<file path="src/wcs_defines.svh">
// Constants for the weld cycle sequencer: register offsets, field positions,
// reset values and timing counts. Definitions only.
`ifndef WCS_DEFINES_SVH
`define WCS_DEFINES_SVH

`define WCS_ADDR_W          4
`define WCS_REG_CTRL        4'h0
`define WCS_REG_STATUS      4'h1
`define WCS_REG_START_TIME  4'h2
`define WCS_REG_CRATER_TIME 4'h3
`define WCS_REG_WELD_TIME   4'h4
`define WCS_REG_BURN_TIME   4'h5
`define WCS_REG_STRIKE_SET  4'h6
`define WCS_REG_START_SET   4'h7
`define WCS_REG_WELD_SET    4'h8
`define WCS_REG_CRATER_SET  4'h9
`define WCS_REG_FIRE_GAIN   4'hA

`define WCS_CTRL_START_OPT  0
`define WCS_CTRL_CRATER_OPT 1
`define WCS_CTRL_TIMER_OPT  2
`define WCS_CTRL_REV_BURN   3
`define WCS_CTRL_FAULT_CLR  4

`define WCS_CTRL_RESET      8'h00
`define WCS_TIME_RESET      16'h0010
`define WCS_SET_RESET       16'h8080
`define WCS_GAIN_RESET      8'h04

// Tick of the phase timers: 1 ms at a 10 ns clock
`define WCS_TICK_NS         1000000
`define WCS_CLK_NS          10
`define WCS_TICK_CYCLES     (`WCS_TICK_NS / `WCS_CLK_NS)
// Half cycle of the 60 Hz mains, in clock cycles
`define WCS_HALF_NS         8333333
`define WCS_HALF_CYCLES     (`WCS_HALF_NS / `WCS_CLK_NS)
// Gate pulse width of the drive firing logic
`define WCS_GATE_NS         10000
`define WCS_GATE_CYCLES     ((`WCS_GATE_NS + `WCS_CLK_NS - 1) / `WCS_CLK_NS)

`endif

</file>
<file path="src/wcs_pkg.sv">
// Types shared by the weld cycle sequencer and its motor drive.
// Assumes wcs_defines.svh is on the include path.
package wcs_pkg;

    typedef enum logic [2:0]
    {
        WCS_IDLE   = 3'b000,
        WCS_INCH   = 3'b001,
        WCS_STRIKE = 3'b010,
        WCS_START  = 3'b011,
        WCS_WELD   = 3'b100,
        WCS_CRATER = 3'b101,
        WCS_BURN   = 3'b110
    } wcs_phase_t;

    typedef struct packed
    {
        logic       run;
        logic       reverse;
        logic [7:0] speed;
    } wcs_motor_cmd_t;

    typedef struct packed
    {
        logic [7:0] speed;
        logic [7:0] volts;
    } wcs_setting_t;

endpackage : wcs_pkg

</file>
<file path="src/wcs_motor_drive.sv">
// Wire motor speed regulator and SCR gate firing for one armature supply.
// Assumes zero_cross_sync is already synchronised to clock.
`timescale 1ns/100ps
`include "wcs_defines.svh"

module wcs_motor_drive
    import wcs_pkg::*;
#(
    parameter int HALF_CYCLES = `WCS_HALF_CYCLES
)
(
    input  wire logic           clock,
    input  wire logic           resetn,
    input  wire wcs_motor_cmd_t cmd,
    input  wire logic [7:0]     tach,
    input  wire logic [7:0]     gain,
    input  wire logic           zero_cross_sync,
    output logic                gate_pulse,
    output logic [7:0]          drive_level
);

    typedef struct packed
    {
        logic [7:0]  level;
        logic [23:0] phase;
        logic [15:0] gate_cnt;
        logic        zc_d;
        logic        fired;
        logic        gate;
    } wcs_drv_state_t;

    wcs_drv_state_t s;
    wcs_drv_state_t next_s;
    logic [23:0]    fire_at;
    logic           zc_rise;

    assign zc_rise     = zero_cross_sync && !s.zc_d;
    assign gate_pulse  = s.gate;
    assign drive_level = s.level;
    // Higher level fires earlier in the half cycle
    assign fire_at = 24'((32'(8'hFF - s.level) * 32'(HALF_CYCLES)) >> 8);

    always_comb
    begin
        next_s      = s;
        next_s.zc_d = zero_cross_sync;
        if (zc_rise)
        begin
            // Integrating regulator: error against tach, once per half cycle
            if (!cmd.run)
                next_s.level = 8'h00;
            else if (cmd.speed > tach && s.level <= 8'(8'hFF - gain))
                next_s.level = s.level + gain;
            else if (cmd.speed > tach)
                next_s.level = 8'hFF;
            else if (cmd.speed < tach && s.level >= gain)
                next_s.level = s.level - gain;
            else if (cmd.speed < tach)
                next_s.level = 8'h00;
            next_s.phase = 24'h000000;
            next_s.fired = 1'b0;
        end
        else if (s.phase != 24'hFFFFFF)
            next_s.phase = s.phase + 24'h000001;
        if (s.gate_cnt != 16'h0000)
            next_s.gate_cnt = s.gate_cnt - 16'h0001;
        next_s.gate = (s.gate_cnt > 16'h0001);
        if (!zc_rise && !s.fired && s.level != 8'h00 && s.phase >= fire_at)
        begin
            next_s.fired    = 1'b1;
            next_s.gate_cnt = 16'(`WCS_GATE_CYCLES);
            next_s.gate     = 1'b1;
        end
    end

    always_ff @(posedge clock)
    begin
        if (!resetn)
            s <= '0;
        else
            s <= next_s;
    end

    // Pulse length counted apart from gate_cnt, so a broken down-counter still shows
    logic [15:0] gate_len;
    always_ff @(posedge clock)
    begin
        if (!resetn)
            gate_len <= 16'h0000;
        else if (gate_pulse)
            gate_len <= gate_len + 16'h0001;
        else
            gate_len <= 16'h0000;
    end

    a_gate_short : assert property (@(posedge clock) disable iff (!resetn)
        gate_pulse |-> (gate_len < 16'(`WCS_GATE_CYCLES)))
        else $error("gate pulse too long");

    a_no_run_off : assert property (@(posedge clock) disable iff (!resetn)
        (!cmd.run && zc_rise) |=> (drive_level == 8'h00))
        else $error("drive level not cleared when stopped");

    c_gate_fired : cover property (@(posedge clock) disable iff (!resetn) $rose(gate_pulse));

endmodule : wcs_motor_drive

</file>
<file path="src/wcs_sequencer.sv">
// What this block does
// - On start, energise contactor, travel and flux relays together.
// - Inch down and stop switches set the matching motor drive conditions.
// - Inch up runs the motor in reverse, bypassing the sequencer.
// - Reed closure leaves strike for start phase if fitted, else weld.
// - Work touch during inch down stops the wire feed motor.
// - Arc voltage mismatch while welding shuts the cycle down with a fault.
// - After stop, wait the burnback delay before ending the cycle.
// - With reverse burnback, run the motor in reverse for the burnback time.
// - Start option settings hold for the set period, then weld settings.
// - Crater fill option: stop gives crater settings for a set period.
// - Weld timer option ends welding after the set time, as stop would.
// - Start, weld and crater present their own speed and volts; other phases present the strike settings.
// - Speed regulator combines command, setting and tach feedback.
// - Firing earlier raises output; each firing is a short gate pulse.
// Weld cycle sequencer top. Switch, reed, touch, mismatch and zero cross
// inputs are asynchronous pins; the register port runs on clock.
//
// Decided for this implementation: the placing of the registers and the address-and-strobe port.
`timescale 1ns/100ps
`include "wcs_defines.svh"

module wcs_sequencer
    import wcs_pkg::*;
#(
    parameter int TICK_CYCLES = `WCS_TICK_CYCLES,
    parameter int HALF_CYCLES = `WCS_HALF_CYCLES
)
(
    input  wire logic                 clock,
    input  wire logic                 resetn,
    input  wire logic [`WCS_ADDR_W-1:0] reg_addr,
    input  wire logic [15:0]          reg_wdata,
    input  wire logic                 reg_write,
    input  wire logic                 reg_read,
    output logic [15:0]               reg_rdata,
    input  wire logic                 start_sw,
    input  wire logic                 stop_sw,
    input  wire logic                 inch_down_sw,
    input  wire logic                 inch_up_sw,
    input  wire logic                 reed_sw,
    input  wire logic                 work_touch,
    input  wire logic                 volt_mismatch,
    input  wire logic                 zero_cross,
    input  wire logic [7:0]           tach,
    output logic                      contactor_relay_out,
    output logic                      travel_relay_out,
    output logic                      flux_relay_out,
    output logic                      sense_volt_on,
    output logic                      motor_reverse,
    output logic                      gate_pulse,
    output logic [7:0]                drive_level,
    output logic [7:0]                speed_ref,
    output logic [7:0]                volt_ref,
    output logic                      fault
);

    typedef struct packed
    {
        logic [7:0]   sync1;
        logic [7:0]   sync2;
        wcs_phase_t   phase;
        logic [31:0]  tick_cnt;
        logic [15:0]  ms_cnt;
        logic [7:0]   ctrl;
        logic [15:0]  start_time;
        logic [15:0]  crater_time;
        logic [15:0]  weld_time;
        logic [15:0]  burn_time;
        wcs_setting_t strike_set;
        wcs_setting_t start_set;
        wcs_setting_t weld_set;
        wcs_setting_t crater_set;
        logic [7:0]   gain;
        logic [15:0]  rdata;
        logic         contactor;
        logic         travel;
        logic         flux;
        logic         sense;
        logic         fault;
        wcs_motor_cmd_t cmd;
        wcs_setting_t out_set;
    } wcs_state_t;

    wcs_state_t   s;
    wcs_state_t   next_s;
    logic         start_i;
    logic         stop_i;
    logic         down_i;
    logic         up_i;
    logic         reed_i;
    logic         touch_i;
    logic         mism_i;
    logic         zc_i;
    logic         tick;
    wcs_setting_t sel;
    logic         gate_w;
    logic [7:0]   level_w;

    assign {zc_i, mism_i, touch_i, reed_i, up_i, down_i, stop_i, start_i} = s.sync2;
    assign tick = (s.tick_cnt == 32'(TICK_CYCLES - 1));

    assign contactor_relay_out = s.contactor;
    assign travel_relay_out    = s.travel;
    assign flux_relay_out      = s.flux;
    assign sense_volt_on       = s.sense;
    assign motor_reverse       = s.cmd.reverse;
    assign speed_ref           = s.out_set.speed;
    assign volt_ref            = s.out_set.volts;
    assign fault               = s.fault;
    assign reg_rdata           = s.rdata;

    // Settings of the start, weld or crater phase now running, else the strike settings
    always_comb
    begin
        unique case (s.phase)
            WCS_START:  sel = s.start_set;
            WCS_WELD:   sel = s.weld_set;
            WCS_CRATER: sel = s.crater_set;
            default:    sel = s.strike_set;
        endcase
    end

    always_comb
    begin
        next_s       = s;
        next_s.sync1 = {zero_cross, volt_mismatch, work_touch, reed_sw,
                        inch_up_sw, inch_down_sw, stop_sw, start_sw};
        next_s.sync2 = s.sync1;
        next_s.tick_cnt = tick ? 32'h0 : s.tick_cnt + 32'h1;
        if (tick && s.ms_cnt != 16'h0000)
            next_s.ms_cnt = s.ms_cnt - 16'h0001;
        next_s.ctrl[`WCS_CTRL_FAULT_CLR] = 1'b0;

        unique case (s.phase)
            WCS_IDLE:
            begin
                if (start_i && !s.fault)
                begin
                    next_s.phase     = WCS_STRIKE;
                    next_s.contactor = 1'b1;
                    next_s.travel    = 1'b1;
                    next_s.flux      = 1'b1;
                    next_s.sense     = 1'b0;
                end
                // Sense stays on after a touch, so a held switch cannot feed again
                else if (down_i && !s.sense)
                begin
                    next_s.phase = WCS_INCH;
                    next_s.sense = 1'b1;
                end
                else if (!down_i)
                    next_s.sense = 1'b0;
            end
            WCS_INCH:
            begin
                if (!down_i)
                begin
                    next_s.phase = WCS_IDLE;
                    next_s.sense = 1'b0;
                end
                else if (touch_i)
                    next_s.phase = WCS_IDLE;
            end
            WCS_STRIKE:
            begin
                if (stop_i)
                begin
                    next_s.phase  = WCS_BURN;
                    next_s.ms_cnt = s.burn_time;
                end
                else if (reed_i && s.ctrl[`WCS_CTRL_START_OPT])
                begin
                    next_s.phase  = WCS_START;
                    next_s.ms_cnt = s.start_time;
                end
                else if (reed_i)
                begin
                    next_s.phase  = WCS_WELD;
                    next_s.ms_cnt = s.weld_time;
                end
            end
            WCS_START:
            begin
                if (s.ms_cnt == 16'h0000)
                begin
                    next_s.phase  = WCS_WELD;
                    next_s.ms_cnt = s.weld_time;
                end
            end
            WCS_WELD:
            begin
                if (stop_i || (s.ctrl[`WCS_CTRL_TIMER_OPT] && s.ms_cnt == 16'h0000))
                begin
                    // Timer expiry takes the same path as stop
                    if (s.ctrl[`WCS_CTRL_CRATER_OPT])
                    begin
                        next_s.phase  = WCS_CRATER;
                        next_s.ms_cnt = s.crater_time;
                    end
                    else
                    begin
                        next_s.phase  = WCS_BURN;
                        next_s.ms_cnt = s.burn_time;
                    end
                end
            end
            WCS_CRATER:
            begin
                if (s.ms_cnt == 16'h0000)
                begin
                    next_s.phase  = WCS_BURN;
                    next_s.ms_cnt = s.burn_time;
                end
            end
            WCS_BURN:
            begin
                if (s.ms_cnt == 16'h0000)
                begin
                    next_s.phase     = WCS_IDLE;
                    next_s.contactor = 1'b0;
                    next_s.travel    = 1'b0;
                    next_s.flux      = 1'b0;
                end
            end
            default:
                next_s.phase = WCS_IDLE;
        endcase

        // Mismatch only counts once the arc is established
        if ((s.phase == WCS_WELD || s.phase == WCS_START || s.phase == WCS_CRATER) && mism_i)
        begin
            next_s.phase     = WCS_IDLE;
            next_s.fault     = 1'b1;
            next_s.contactor = 1'b0;
            next_s.travel    = 1'b0;
            next_s.flux      = 1'b0;
        end
        else if (s.ctrl[`WCS_CTRL_FAULT_CLR])
            next_s.fault = 1'b0;

        // Motor command; inch up overrides everything, even a weld
        next_s.out_set     = sel;
        next_s.cmd.speed   = sel.speed;
        next_s.cmd.reverse = 1'b0;
        next_s.cmd.run     = (s.phase == WCS_INCH) || (s.phase == WCS_START)
                             || (s.phase == WCS_STRIKE) || (s.phase == WCS_WELD)
                             || (s.phase == WCS_CRATER);
        if (s.phase == WCS_BURN)
        begin
            next_s.cmd.run     = s.ctrl[`WCS_CTRL_REV_BURN];
            next_s.cmd.reverse = s.ctrl[`WCS_CTRL_REV_BURN];
        end
        if (up_i)
        begin
            next_s.cmd.run     = 1'b1;
            next_s.cmd.reverse = 1'b1;
        end

        next_s.rdata = 16'h0000;
        if (reg_read)
        begin
            unique case (reg_addr)
                `WCS_REG_CTRL:        next_s.rdata = {8'h00, s.ctrl};
                `WCS_REG_STATUS:      next_s.rdata = {8'h00, 4'h0, s.fault, s.phase};
                `WCS_REG_START_TIME:  next_s.rdata = s.start_time;
                `WCS_REG_CRATER_TIME: next_s.rdata = s.crater_time;
                `WCS_REG_WELD_TIME:   next_s.rdata = s.weld_time;
                `WCS_REG_BURN_TIME:   next_s.rdata = s.burn_time;
                `WCS_REG_STRIKE_SET:  next_s.rdata = s.strike_set;
                `WCS_REG_START_SET:   next_s.rdata = s.start_set;
                `WCS_REG_WELD_SET:    next_s.rdata = s.weld_set;
                `WCS_REG_CRATER_SET:  next_s.rdata = s.crater_set;
                `WCS_REG_FIRE_GAIN:   next_s.rdata = {8'h00, s.gain};
                default:              next_s.rdata = 16'h0000;
            endcase
        end
        if (reg_write)
        begin
            unique case (reg_addr)
                `WCS_REG_CTRL:        next_s.ctrl        = reg_wdata[7:0];
                `WCS_REG_START_TIME:  next_s.start_time  = reg_wdata;
                `WCS_REG_CRATER_TIME: next_s.crater_time = reg_wdata;
                `WCS_REG_WELD_TIME:   next_s.weld_time   = reg_wdata;
                `WCS_REG_BURN_TIME:   next_s.burn_time   = reg_wdata;
                `WCS_REG_STRIKE_SET:  next_s.strike_set  = reg_wdata;
                `WCS_REG_START_SET:   next_s.start_set   = reg_wdata;
                `WCS_REG_WELD_SET:    next_s.weld_set    = reg_wdata;
                `WCS_REG_CRATER_SET:  next_s.crater_set  = reg_wdata;
                `WCS_REG_FIRE_GAIN:   next_s.gain        = reg_wdata[7:0];
                default:              next_s.gain        = s.gain;
            endcase
        end
    end

    always_ff @(posedge clock)
    begin
        if (!resetn)
        begin
            s             <= '0;
            s.ctrl        <= `WCS_CTRL_RESET;
            s.start_time  <= `WCS_TIME_RESET;
            s.crater_time <= `WCS_TIME_RESET;
            s.weld_time   <= `WCS_TIME_RESET;
            s.burn_time   <= `WCS_TIME_RESET;
            s.strike_set  <= `WCS_SET_RESET;
            s.start_set   <= `WCS_SET_RESET;
            s.weld_set    <= `WCS_SET_RESET;
            s.crater_set  <= `WCS_SET_RESET;
            s.gain        <= `WCS_GAIN_RESET;
        end
        else
            s <= next_s;
    end

    wcs_motor_drive #(.HALF_CYCLES(HALF_CYCLES)) u_drive
    (
        .clock           (clock),
        .resetn          (resetn),
        .cmd             (s.cmd),
        .tach            (tach),
        .gain            (s.gain),
        .zero_cross_sync (zc_i),
        .gate_pulse      (gate_w),
        .drive_level     (level_w)
    );

    // Registered once more so the top outputs come straight from flip-flops
    logic [8:0] drv_q;
    always_ff @(posedge clock)
    begin
        if (!resetn)
            drv_q <= 9'h000;
        else
            drv_q <= {gate_w, level_w};
    end
    assign gate_pulse  = drv_q[8];
    assign drive_level = drv_q[7:0];

    a_start_relays : assert property (@(posedge clock) disable iff (!resetn)
        (s.phase == WCS_IDLE && start_i && !s.fault) |=> (contactor_relay_out
        && travel_relay_out && flux_relay_out && s.phase == WCS_STRIKE))
        else $error("relays not energised on start");

    a_reed_phase : assert property (@(posedge clock) disable iff (!resetn)
        (s.phase == WCS_STRIKE && reed_i && !stop_i) |=>
        (s.phase == ($past(s.ctrl[`WCS_CTRL_START_OPT]) ? WCS_START : WCS_WELD)))
        else $error("wrong phase after reed closure");

    a_touch_stop : assert property (@(posedge clock) disable iff (!resetn)
        (s.phase == WCS_INCH && touch_i && !up_i) |=> ##1 !s.cmd.run)
        else $error("motor still running after work touch");

    a_mismatch_flt : assert property (@(posedge clock) disable iff (!resetn)
        (s.phase == WCS_WELD && mism_i) |=> (fault && !contactor_relay_out
        && s.phase == WCS_IDLE))
        else $error("mismatch did not shut down");

    a_inch_up_rev : assert property (@(posedge clock) disable iff (!resetn)
        up_i |=> (motor_reverse && s.cmd.run))
        else $error("inch up not reversing");

    a_burn_end : assert property (@(posedge clock) disable iff (!resetn)
        (s.phase == WCS_BURN && s.ms_cnt == 16'h0000) |=>
        (s.phase == WCS_IDLE && !contactor_relay_out && !flux_relay_out))
        else $error("relays held after burnback");

    a_weld_values : assert property (@(posedge clock) disable iff (!resetn)
        (s.phase == WCS_WELD) |=> ($past(s.phase) != WCS_WELD
        || speed_ref == $past(s.weld_set.speed)))
        else $error("weld settings not presented");

    a_rev_burn : assert property (@(posedge clock) disable iff (!resetn)
        (s.phase == WCS_BURN && s.ctrl[`WCS_CTRL_REV_BURN]) |=> motor_reverse)
        else $error("no reverse during burnback");

    a_timer_end : assert property (@(posedge clock) disable iff (!resetn)
        (s.phase == WCS_WELD && s.ctrl[`WCS_CTRL_TIMER_OPT] && s.ms_cnt == 16'h0000
        && !mism_i) |=> (s.phase == WCS_CRATER || s.phase == WCS_BURN))
        else $error("weld timer did not end weld");

    c_full_cycle : cover property (@(posedge clock) disable iff (!resetn)
        s.phase == WCS_BURN ##1 s.phase == WCS_IDLE);
    c_crater     : cover property (@(posedge clock) disable iff (!resetn)
        s.phase == WCS_CRATER);
    c_fault      : cover property (@(posedge clock) disable iff (!resetn) $rose(fault));
    c_start_opt  : cover property (@(posedge clock) disable iff (!resetn)
        s.phase == WCS_START ##1 s.phase == WCS_WELD);

endmodule : wcs_sequencer

</file>
<file path="config.mk">
export PLATFORM = sky130hd
export DESIGN_NAME = wcs_sequencer
export DESIGN_NICKNAME = d
export VERILOG_FILES = /design/src/wcs_pkg.sv /design/src/wcs_motor_drive.sv /design/src/wcs_sequencer.sv
export VERILOG_INCLUDE_DIRS = /design/src
export SDC_FILE = /design/constraint.sdc
export NUM_CORES = 1
export LEC_CHECK = 0
export ABC_AREA = 1
export BUFFER_PORTS_ARGS = -buffer_cell sky130_fd_sc_hd__buf_2
export CAP_MARGIN = 20
export CELL_PAD_IN_SITES_DETAIL_PLACEMENT = 0
export CELL_PAD_IN_SITES_GLOBAL_PLACEMENT = 1
export CORE_ASPECT_RATIO = 1.25
export CORE_MARGIN = 4
export CORE_UTILIZATION = 41
export CTS_CLUSTER_DIAMETER = 40
export DETAILED_ROUTE_END_ITERATION = 10
export PLACE_DENSITY_LB_ADDON = 0.1
export SETUP_SLACK_MARGIN = 0.2
export SLEW_MARGIN = 25
export SYNTH_ARGS = -nofsm -noshare
export SYNTH_HDL_FRONTEND = slang
export SYNTH_HIERARCHICAL = 1
export SYNTH_SLANG_ARGS = --single-unit
</file>
<file path="constraint.sdc">
create_clock -name clock -period 4.7 [get_ports clock]
set_clock_uncertainty 0.1 [all_clocks]
set_input_delay 0.94 -clock clock [delete_from_list [all_inputs] [get_ports clock]]
set_output_delay 0.94 -clock clock [all_outputs]
set_load 0.05 [all_outputs]
</file>
## After elaboration in Yosys (flattened, before gate mapping)

Cells that the tools add are included.

| storage, ports and cells | value |
|---|---|
| bits of input ports | 40 |
| bits in registers | 310 |
| output and inout bits | 47 |
| word-level logic and storage cells | 178 |

| operators by class | value |
|---|---|
| multiplexer cells | 43 |
| multiply operators | 1 |
| $add $sub $neg | 8 |
| bitwise gates (word level) | 1 |
| reduce and logical (&&, ||, !) cells | 54 |
| magnitude comparators | 6 |
| eq/ne operators | 27 |

Operator list:

| kind | count |
|---|---|
| 16-bit case mux with 11 select lines | 1 |
| 16-bit 2-to-1 mux | 8 |
| 16-bit case mux with 4 select lines | 1 |
| 16-bit case mux with 3 select lines | 1 |
| 8-bit 2-to-1 mux | 5 |
| 3-bit 2-to-1 mux | 12 |
| 32-bit by 1-bit adder with 32-bit output (second input constant) | 1 |
| 32-bit by 17-bit == test with 1-bit output (second input constant) | 1 |
| 32-bit by 20-bit multiplier with 32-bit output (second input constant) | 1 |
| 16-bit nonzero test | 2 |
| 16-bit by 1-bit subtractor with 16-bit output (second input constant) | 2 |
| 24-bit by 1-bit adder with 24-bit output (second input constant) | 1 |
| 24-bit greater-or-equal comparator | 1 |
| 24-bit != test (second input constant) | 1 |
| 2-bit AND reduction | 12 |
| 3-bit case mux with 7 select lines | 1 |
| 10-bit 2-to-1 mux | 2 |
| 4-bit by 3-bit == test with 1-bit output (second input constant) | 4 |
| 16-bit by 1-bit greater-than comparator with 1-bit output (second input constant) | 1 |
| 16-bit logical NOT | 1 |
| 4-bit == test (second input constant) | 3 |
| 1-bit logical AND | 12 |
| 2-bit != test (second input constant) | 5 |
| 2-bit nonzero test | 5 |
| other kinds (29) | 56 |

## Depth between registers and ports, before layout

| depth | value |
|---|---|
| depth after elaboration | 7 |
| gate-level depth with buffers | 30 |
| depth with buffers taken out | 30 |

## By module

Netlist, hierarchy kept.

Modules (own cells, without submodules):

| module | sequential area each (um2) | cells each | times used | area an instance (um2) |
|---|---|---|---|---|
| wcs_sequencer | 5144.9 | 1862 | 1 | 12827.3 |
| wcs_motor_drive | 1021.0 | 1062 | 1 | 7347.0 |

## Worst setup path after synthesis

OpenSTA, ideal clock, no wires.

| path | value |
|---|---|
| path type | register to register |
| from | reg u_drive.s, in the netlist u_drive/drive_level[1] |
| to | reg u_drive/s[13] in the netlist's numbering |
| path buffers | 0 |
| setup time | 0.123 ns |
| cell stages (with the launch flop) | 28 |
| clock period less this slack | 5.182 ns |
| arrival | 4.959 ns |
| path slack | -0.482 ns |
| required time | 4.477 ns |
| path through | dfxtp_1 > inv_1 > fa_1 > xnor2_1 > ha_1 > fa_1 > inv_1 > fa_1 > inv_1 > ha_1 > a21oi_1 > o21ai_0 > a21oi_1 > o21ai_1 > nand2_1 > nand2_1 > nand2_1 > nand2_1 > ha_1 > nand2_1 > nor2_1 > nand4_1 > nor2_1 > nand2_1 > nand4_1 > nand2_1 > nand2_1 > nor2_1 |

| on the way | value |
|---|---|
| word-level cells in the longest chain between the ends | 5 |
| elaborated cells between the ends (all ways) | 7 |
| classes of those cells | 1 x add/sub; 1 x mul; 1 x order compare; 4 x reduce/logical |

Ends and longest elaborated chain:

| item | RTL line | source |
|---|---|---|
| start, declared | wcs_motor_drive.sv:32 | `wcs_drv_state_t s;` |
| start signal, assigned | wcs_motor_drive.sv:81 | `s <= next_s;` |
| 8-bit by 8-bit subtractor with 9-bit output | wcs_motor_drive.sv:41 | `assign fire_at = 24'((32'(8'hFF - s.level) * 32'(HALF_CYCLES)) >> 8);` |
| 32-bit by 20-bit multiplier with 32-bit output | wcs_motor_drive.sv:41 |  |
| 24-bit greater-or-equal comparator | wcs_motor_drive.sv:68 | `if (!zc_rise && !s.fired && s.level != 8'h00 && s.phase >= fire_at)` |
| 1-bit logical AND (*) | wcs_motor_drive.sv:68 |  |
| 2-bit OR reduction (no source line) (*) | n/a |  |

Mark *: on every way between the ends. The rest lies on a longest branch, timed or not.
A chain may end at the register's enable or synchronous reset.

## Worst setup path in the final report

| path | value |
|---|---|
| from | reg u_drive.s, in the netlist u_drive/drive_level[1] |
| to | reg u_drive/s[4] in the netlist's numbering |

The elaborated chain is that of the path after synthesis.

==> results.ini <==
[setup_path]
required_ns = 5.14
cp-start-kind = flop
cp-end-kind = flop
worstPathMaxFanout = 5
critical_path.max_stage_delay_ns = 0.51
critical_path_class = reg -> reg
cp_slowest_cell = fa_1
path_cells = inv_4 -> fa_1 -> xnor2_1 -> ha_1 -> fa_1 -> inv_2 -> fa_1 -> inv_2 -> ha_4 -> a21oi_4 -> o21ai_2 -> a21oi_4 -> inv_2 -> a21oi_2 -> xor2_1 -> ha_1 -> a21oi_2 -> o21a_1 -> nand2_2 -> nand2_1 -> nand4_1 -> nand2_2 -> nand2_4 -> nor2_1
cp.arrival_ns = 5.38

[global_route]
grt_pass1_vias = 18830
antenna_found_initial = 1
grt_max_degree = 142
overflow = 0
grt.total_usage_pct = 24.68
grt_pass1_wl_um = 104800

[die]
die_w_um = 206.4
io_pins = 87
rows = 90
core_area_um2 = 48530
chipHeight_um = 256.0
die-area_um2 = 52840
initial_core_util_pct = 41.57

[run_status]
failed_checks = negative setup slack
status = complete, but fails checks

[clock_tree]
cts.reportedPaths.clkPinSlew_ns = 0.05
insertion_delay_ns = 0.61
cts.htree.levels = 2
cts_root_buffer = clkbuf_16
cts_made_buffers = 52
cts_buffer_depth = 3
cts_tree = built
cts_num_sinks = 308
ctsHoldBuffers = 0

[flow_run]
cap_violations = 0

[power]
total_power_uw = 10740
ir_drop_mv = 0.2969
p_leak_uw = 0.01096
internal_power_uw = 6667
pwr-share-comb_pct = 35.1
switching_share_pct = 37.92
p_seq_share_pct = 27.2
power_density_nw_per_um2 = 453.2
clockPowerShare_pct = 37.7
switching_power_uw = 4072

[synthesis]
ys_warn_count = 6
synth_seq_cells = 308
synth_edf_count = 0
synth.top_cell.area_share_pct = 30.56
yosysSeqAreaShare_pct = 30.56
synth_area_um2 = 20170
synthCells = 2924
async_reset_ff_share_pct = 0
synth_flop_cell = dfxtp_1
synth.net_count = 3133
synth.area.top_cells = dfxtp_1 (31%), nand2_1 (11%), ha_1 (7.9%)
avgSynthCellArea_um2 = 6.900
synth.largest_area_cell = dfxtp_1
synth.distinct_cells = 59

[placement]
io_buffers = 86
gp_congestion = 0.8911
dp_hpwl_um = 50670
dp.cells = 3613

[detailed_routing]
wl_um = 66670
dr.pass1.iters = 7
drtAntennaViolNets = 0
vias = 19260
drt-wirelength-per-cell_um = 17.96
dr.first_iter.drc_count = 1297
route.detailed.drc = 0
via_per_inst = 5.189

[final_layout]
final_util_pct = 48.83
drive_above_1_share_pct = 15.13
fin_cells = 3712
nNetsFinal = 3235
area_growth_pct = 17.47

[sta]
fmax_mhz = 202.4
worst_pin_slew_ns = 1.037
slew_viol_final = 0
setup_viol = 18
fin_setup_tns_ns = -3.823
timing.hold.ws_ns = 0.3092
finalCritPeriodShare_pct = 105.1
slew_headroom_pct = 30.67
fin_crit_ns = 4.940
rsz0062_at_grt = yes
hold_viol_final = 0
setup_ws_ns = -0.2402

[hold_path]
hold_path.class = reg -> reg

## layout make-up
cell class / instances / area [um2]
Fill cell: 4982 / 24840
Multi-Input combinational cell: 2038 / 11970
Sequential cell: 308 / 6177
Inverter: 431 / 1627
Clock buffer: 57 / 1360
Timing Repair Buffer: 195 / 1264
Tap cell: 644 / 805.8
Clock inverter: 38 / 496.7
Antenna cell: 1 / 2.502
## worst max-delay path, delay by kind of cell (launching register included)
| kind | cells | cell delay [ns] |
|---|---|---|
| AOI/OAI and AO/OA | 6 | 0.87 |
| xor gates and xnor gates | 2 | 0.37 |
| adders and majority gates | 6 | 2.32 |
| buffers and inverters | 4 | 0.20 |
| DFF | 1 | 0.35 |
| and+or+nand+nor | 6 | 0.67 |
## per-layer routing
layer	vias to the layer above	GRT usage [%]	wire [um]
met1	8912	31.06	28440
met2	506	43.12	32990
li1	9726	-	-
met4	0	8.765	2338
met5	-	0	0
met3	118	3.041	2902
## kinds of logic after synthesis
logic type | after synthesis | share of synthesized area, %
multiplexers | 1 | 0.04962
flip-flops | 308 | 30.56
adder cells (fa/ha/maj) | 169 | 12.04
AND/OR/NAND/NOR | 1175 | 25.10
AO/OA/AOI/OAI | 634 | 17.79
buffers and inverters | 579 | 11.93
XOR/XNOR | 58 | 2.518
## registers in the layout, summed over array words and instances, names as in the netlist, 8 cells and up
register / flops
s: 201
u_drive/s: 42
reg_rdata: 16
drv_q: 9
next_s: 8
speed_ref: 8
u_drive/drive_level: 8
volt_ref: 8
## placed cells by master (no fill, tap or decap), drive strengths merged, types with 7 or more instances in the layout
cell,n
nand2,603
inv,435
nor2,344
dfxtp,308
o21ai,254
a21oi,226
buf,195
ha,127
nand3,126
clkbuf,57
o22ai,49
fa,42
nor3,40
xor2,38
nand4,28
xnor2,20
o211ai,19
a221oi,19
clkinv,18
a22oi,16
a41oi,13
nor4,12
nor3b,10
bufinv,8
clkinvlp,8
or2,7
## final timing paths
check / from / slack (ns) / endpoint / cells after the start
worst max-delay path: u_drive/drive_level[1] / -0.24 / u_drive/s[4] / 24
worst min-delay path: next_s[242] / 0.31 / s[242] / 2
worst max register to register: u_drive/drive_level[1] / -0.24 / u_drive/s[4] / 24
worst min register to register: next_s[242] / 0.31 / s[242] / 2
## what timing repair did
action / CTS / global route
resized for setup: 34 / 38
cloned: 1 / 0
setup endpoints to repair: 18 / 18
buffers inserted: 1 / 1
pin swaps: 18 / 11
## power by group through the flow
stage	sequential [uW]	combinational, uW	clock, uW
6_report	2920	3770	4050
5_1_grt	2940	4180	4230
4_1_cts	2920	3630	4130
3_5_place_dp	2980	3520	0
3_3_place_gp	2970	3490	0
2_1_floorplan	2950	2400	0
## synth_stat cells, types with 6 or more instances
| master | instances |
|---|---|
| o211ai_1 | 19 |
| buf_1 | 8 |
| nand4_1 | 27 |
| a41oi_1 | 13 |
| dfxtp_1 | 308 |
| o21ai_0 | 244 |
| nor3_1 | 32 |
| a22oi_1 | 16 |
| buf_2 | 27 |
| a21oi_2 | 11 |
| or2_2 | 7 |
| nor4_1 | 10 |
| xor2_1 | 38 |
| nand2_1 | 579 |
| nor2_1 | 321 |
| ha_1 | 127 |
| o21ai_1 | 10 |
| nor3b_1 | 8 |
| nor2_2 | 18 |
| fa_1 | 42 |
| nand3_1 | 123 |
| buf_4 | 45 |
| o22ai_1 | 49 |
| inv_1 | 411 |
| xnor2_1 | 20 |
| nor3_2 | 6 |
| a21oi_1 | 215 |
| nand2_2 | 19 |
| inv_2 | 14 |
| clkbuf_1 | 64 |
| a221oi_1 | 19 |
## metrics by stage
stage,setup slack [ns],instance area (um2)
after global routing,-0.5219,23700
after CTS,-0.2725,23530
final,-0.2402,23700
after detailed placement,-0.4098,21540
after floorplan,0.03202,20260
after global placement,-0.3008,21540
(Power assumes the default switching activity.)
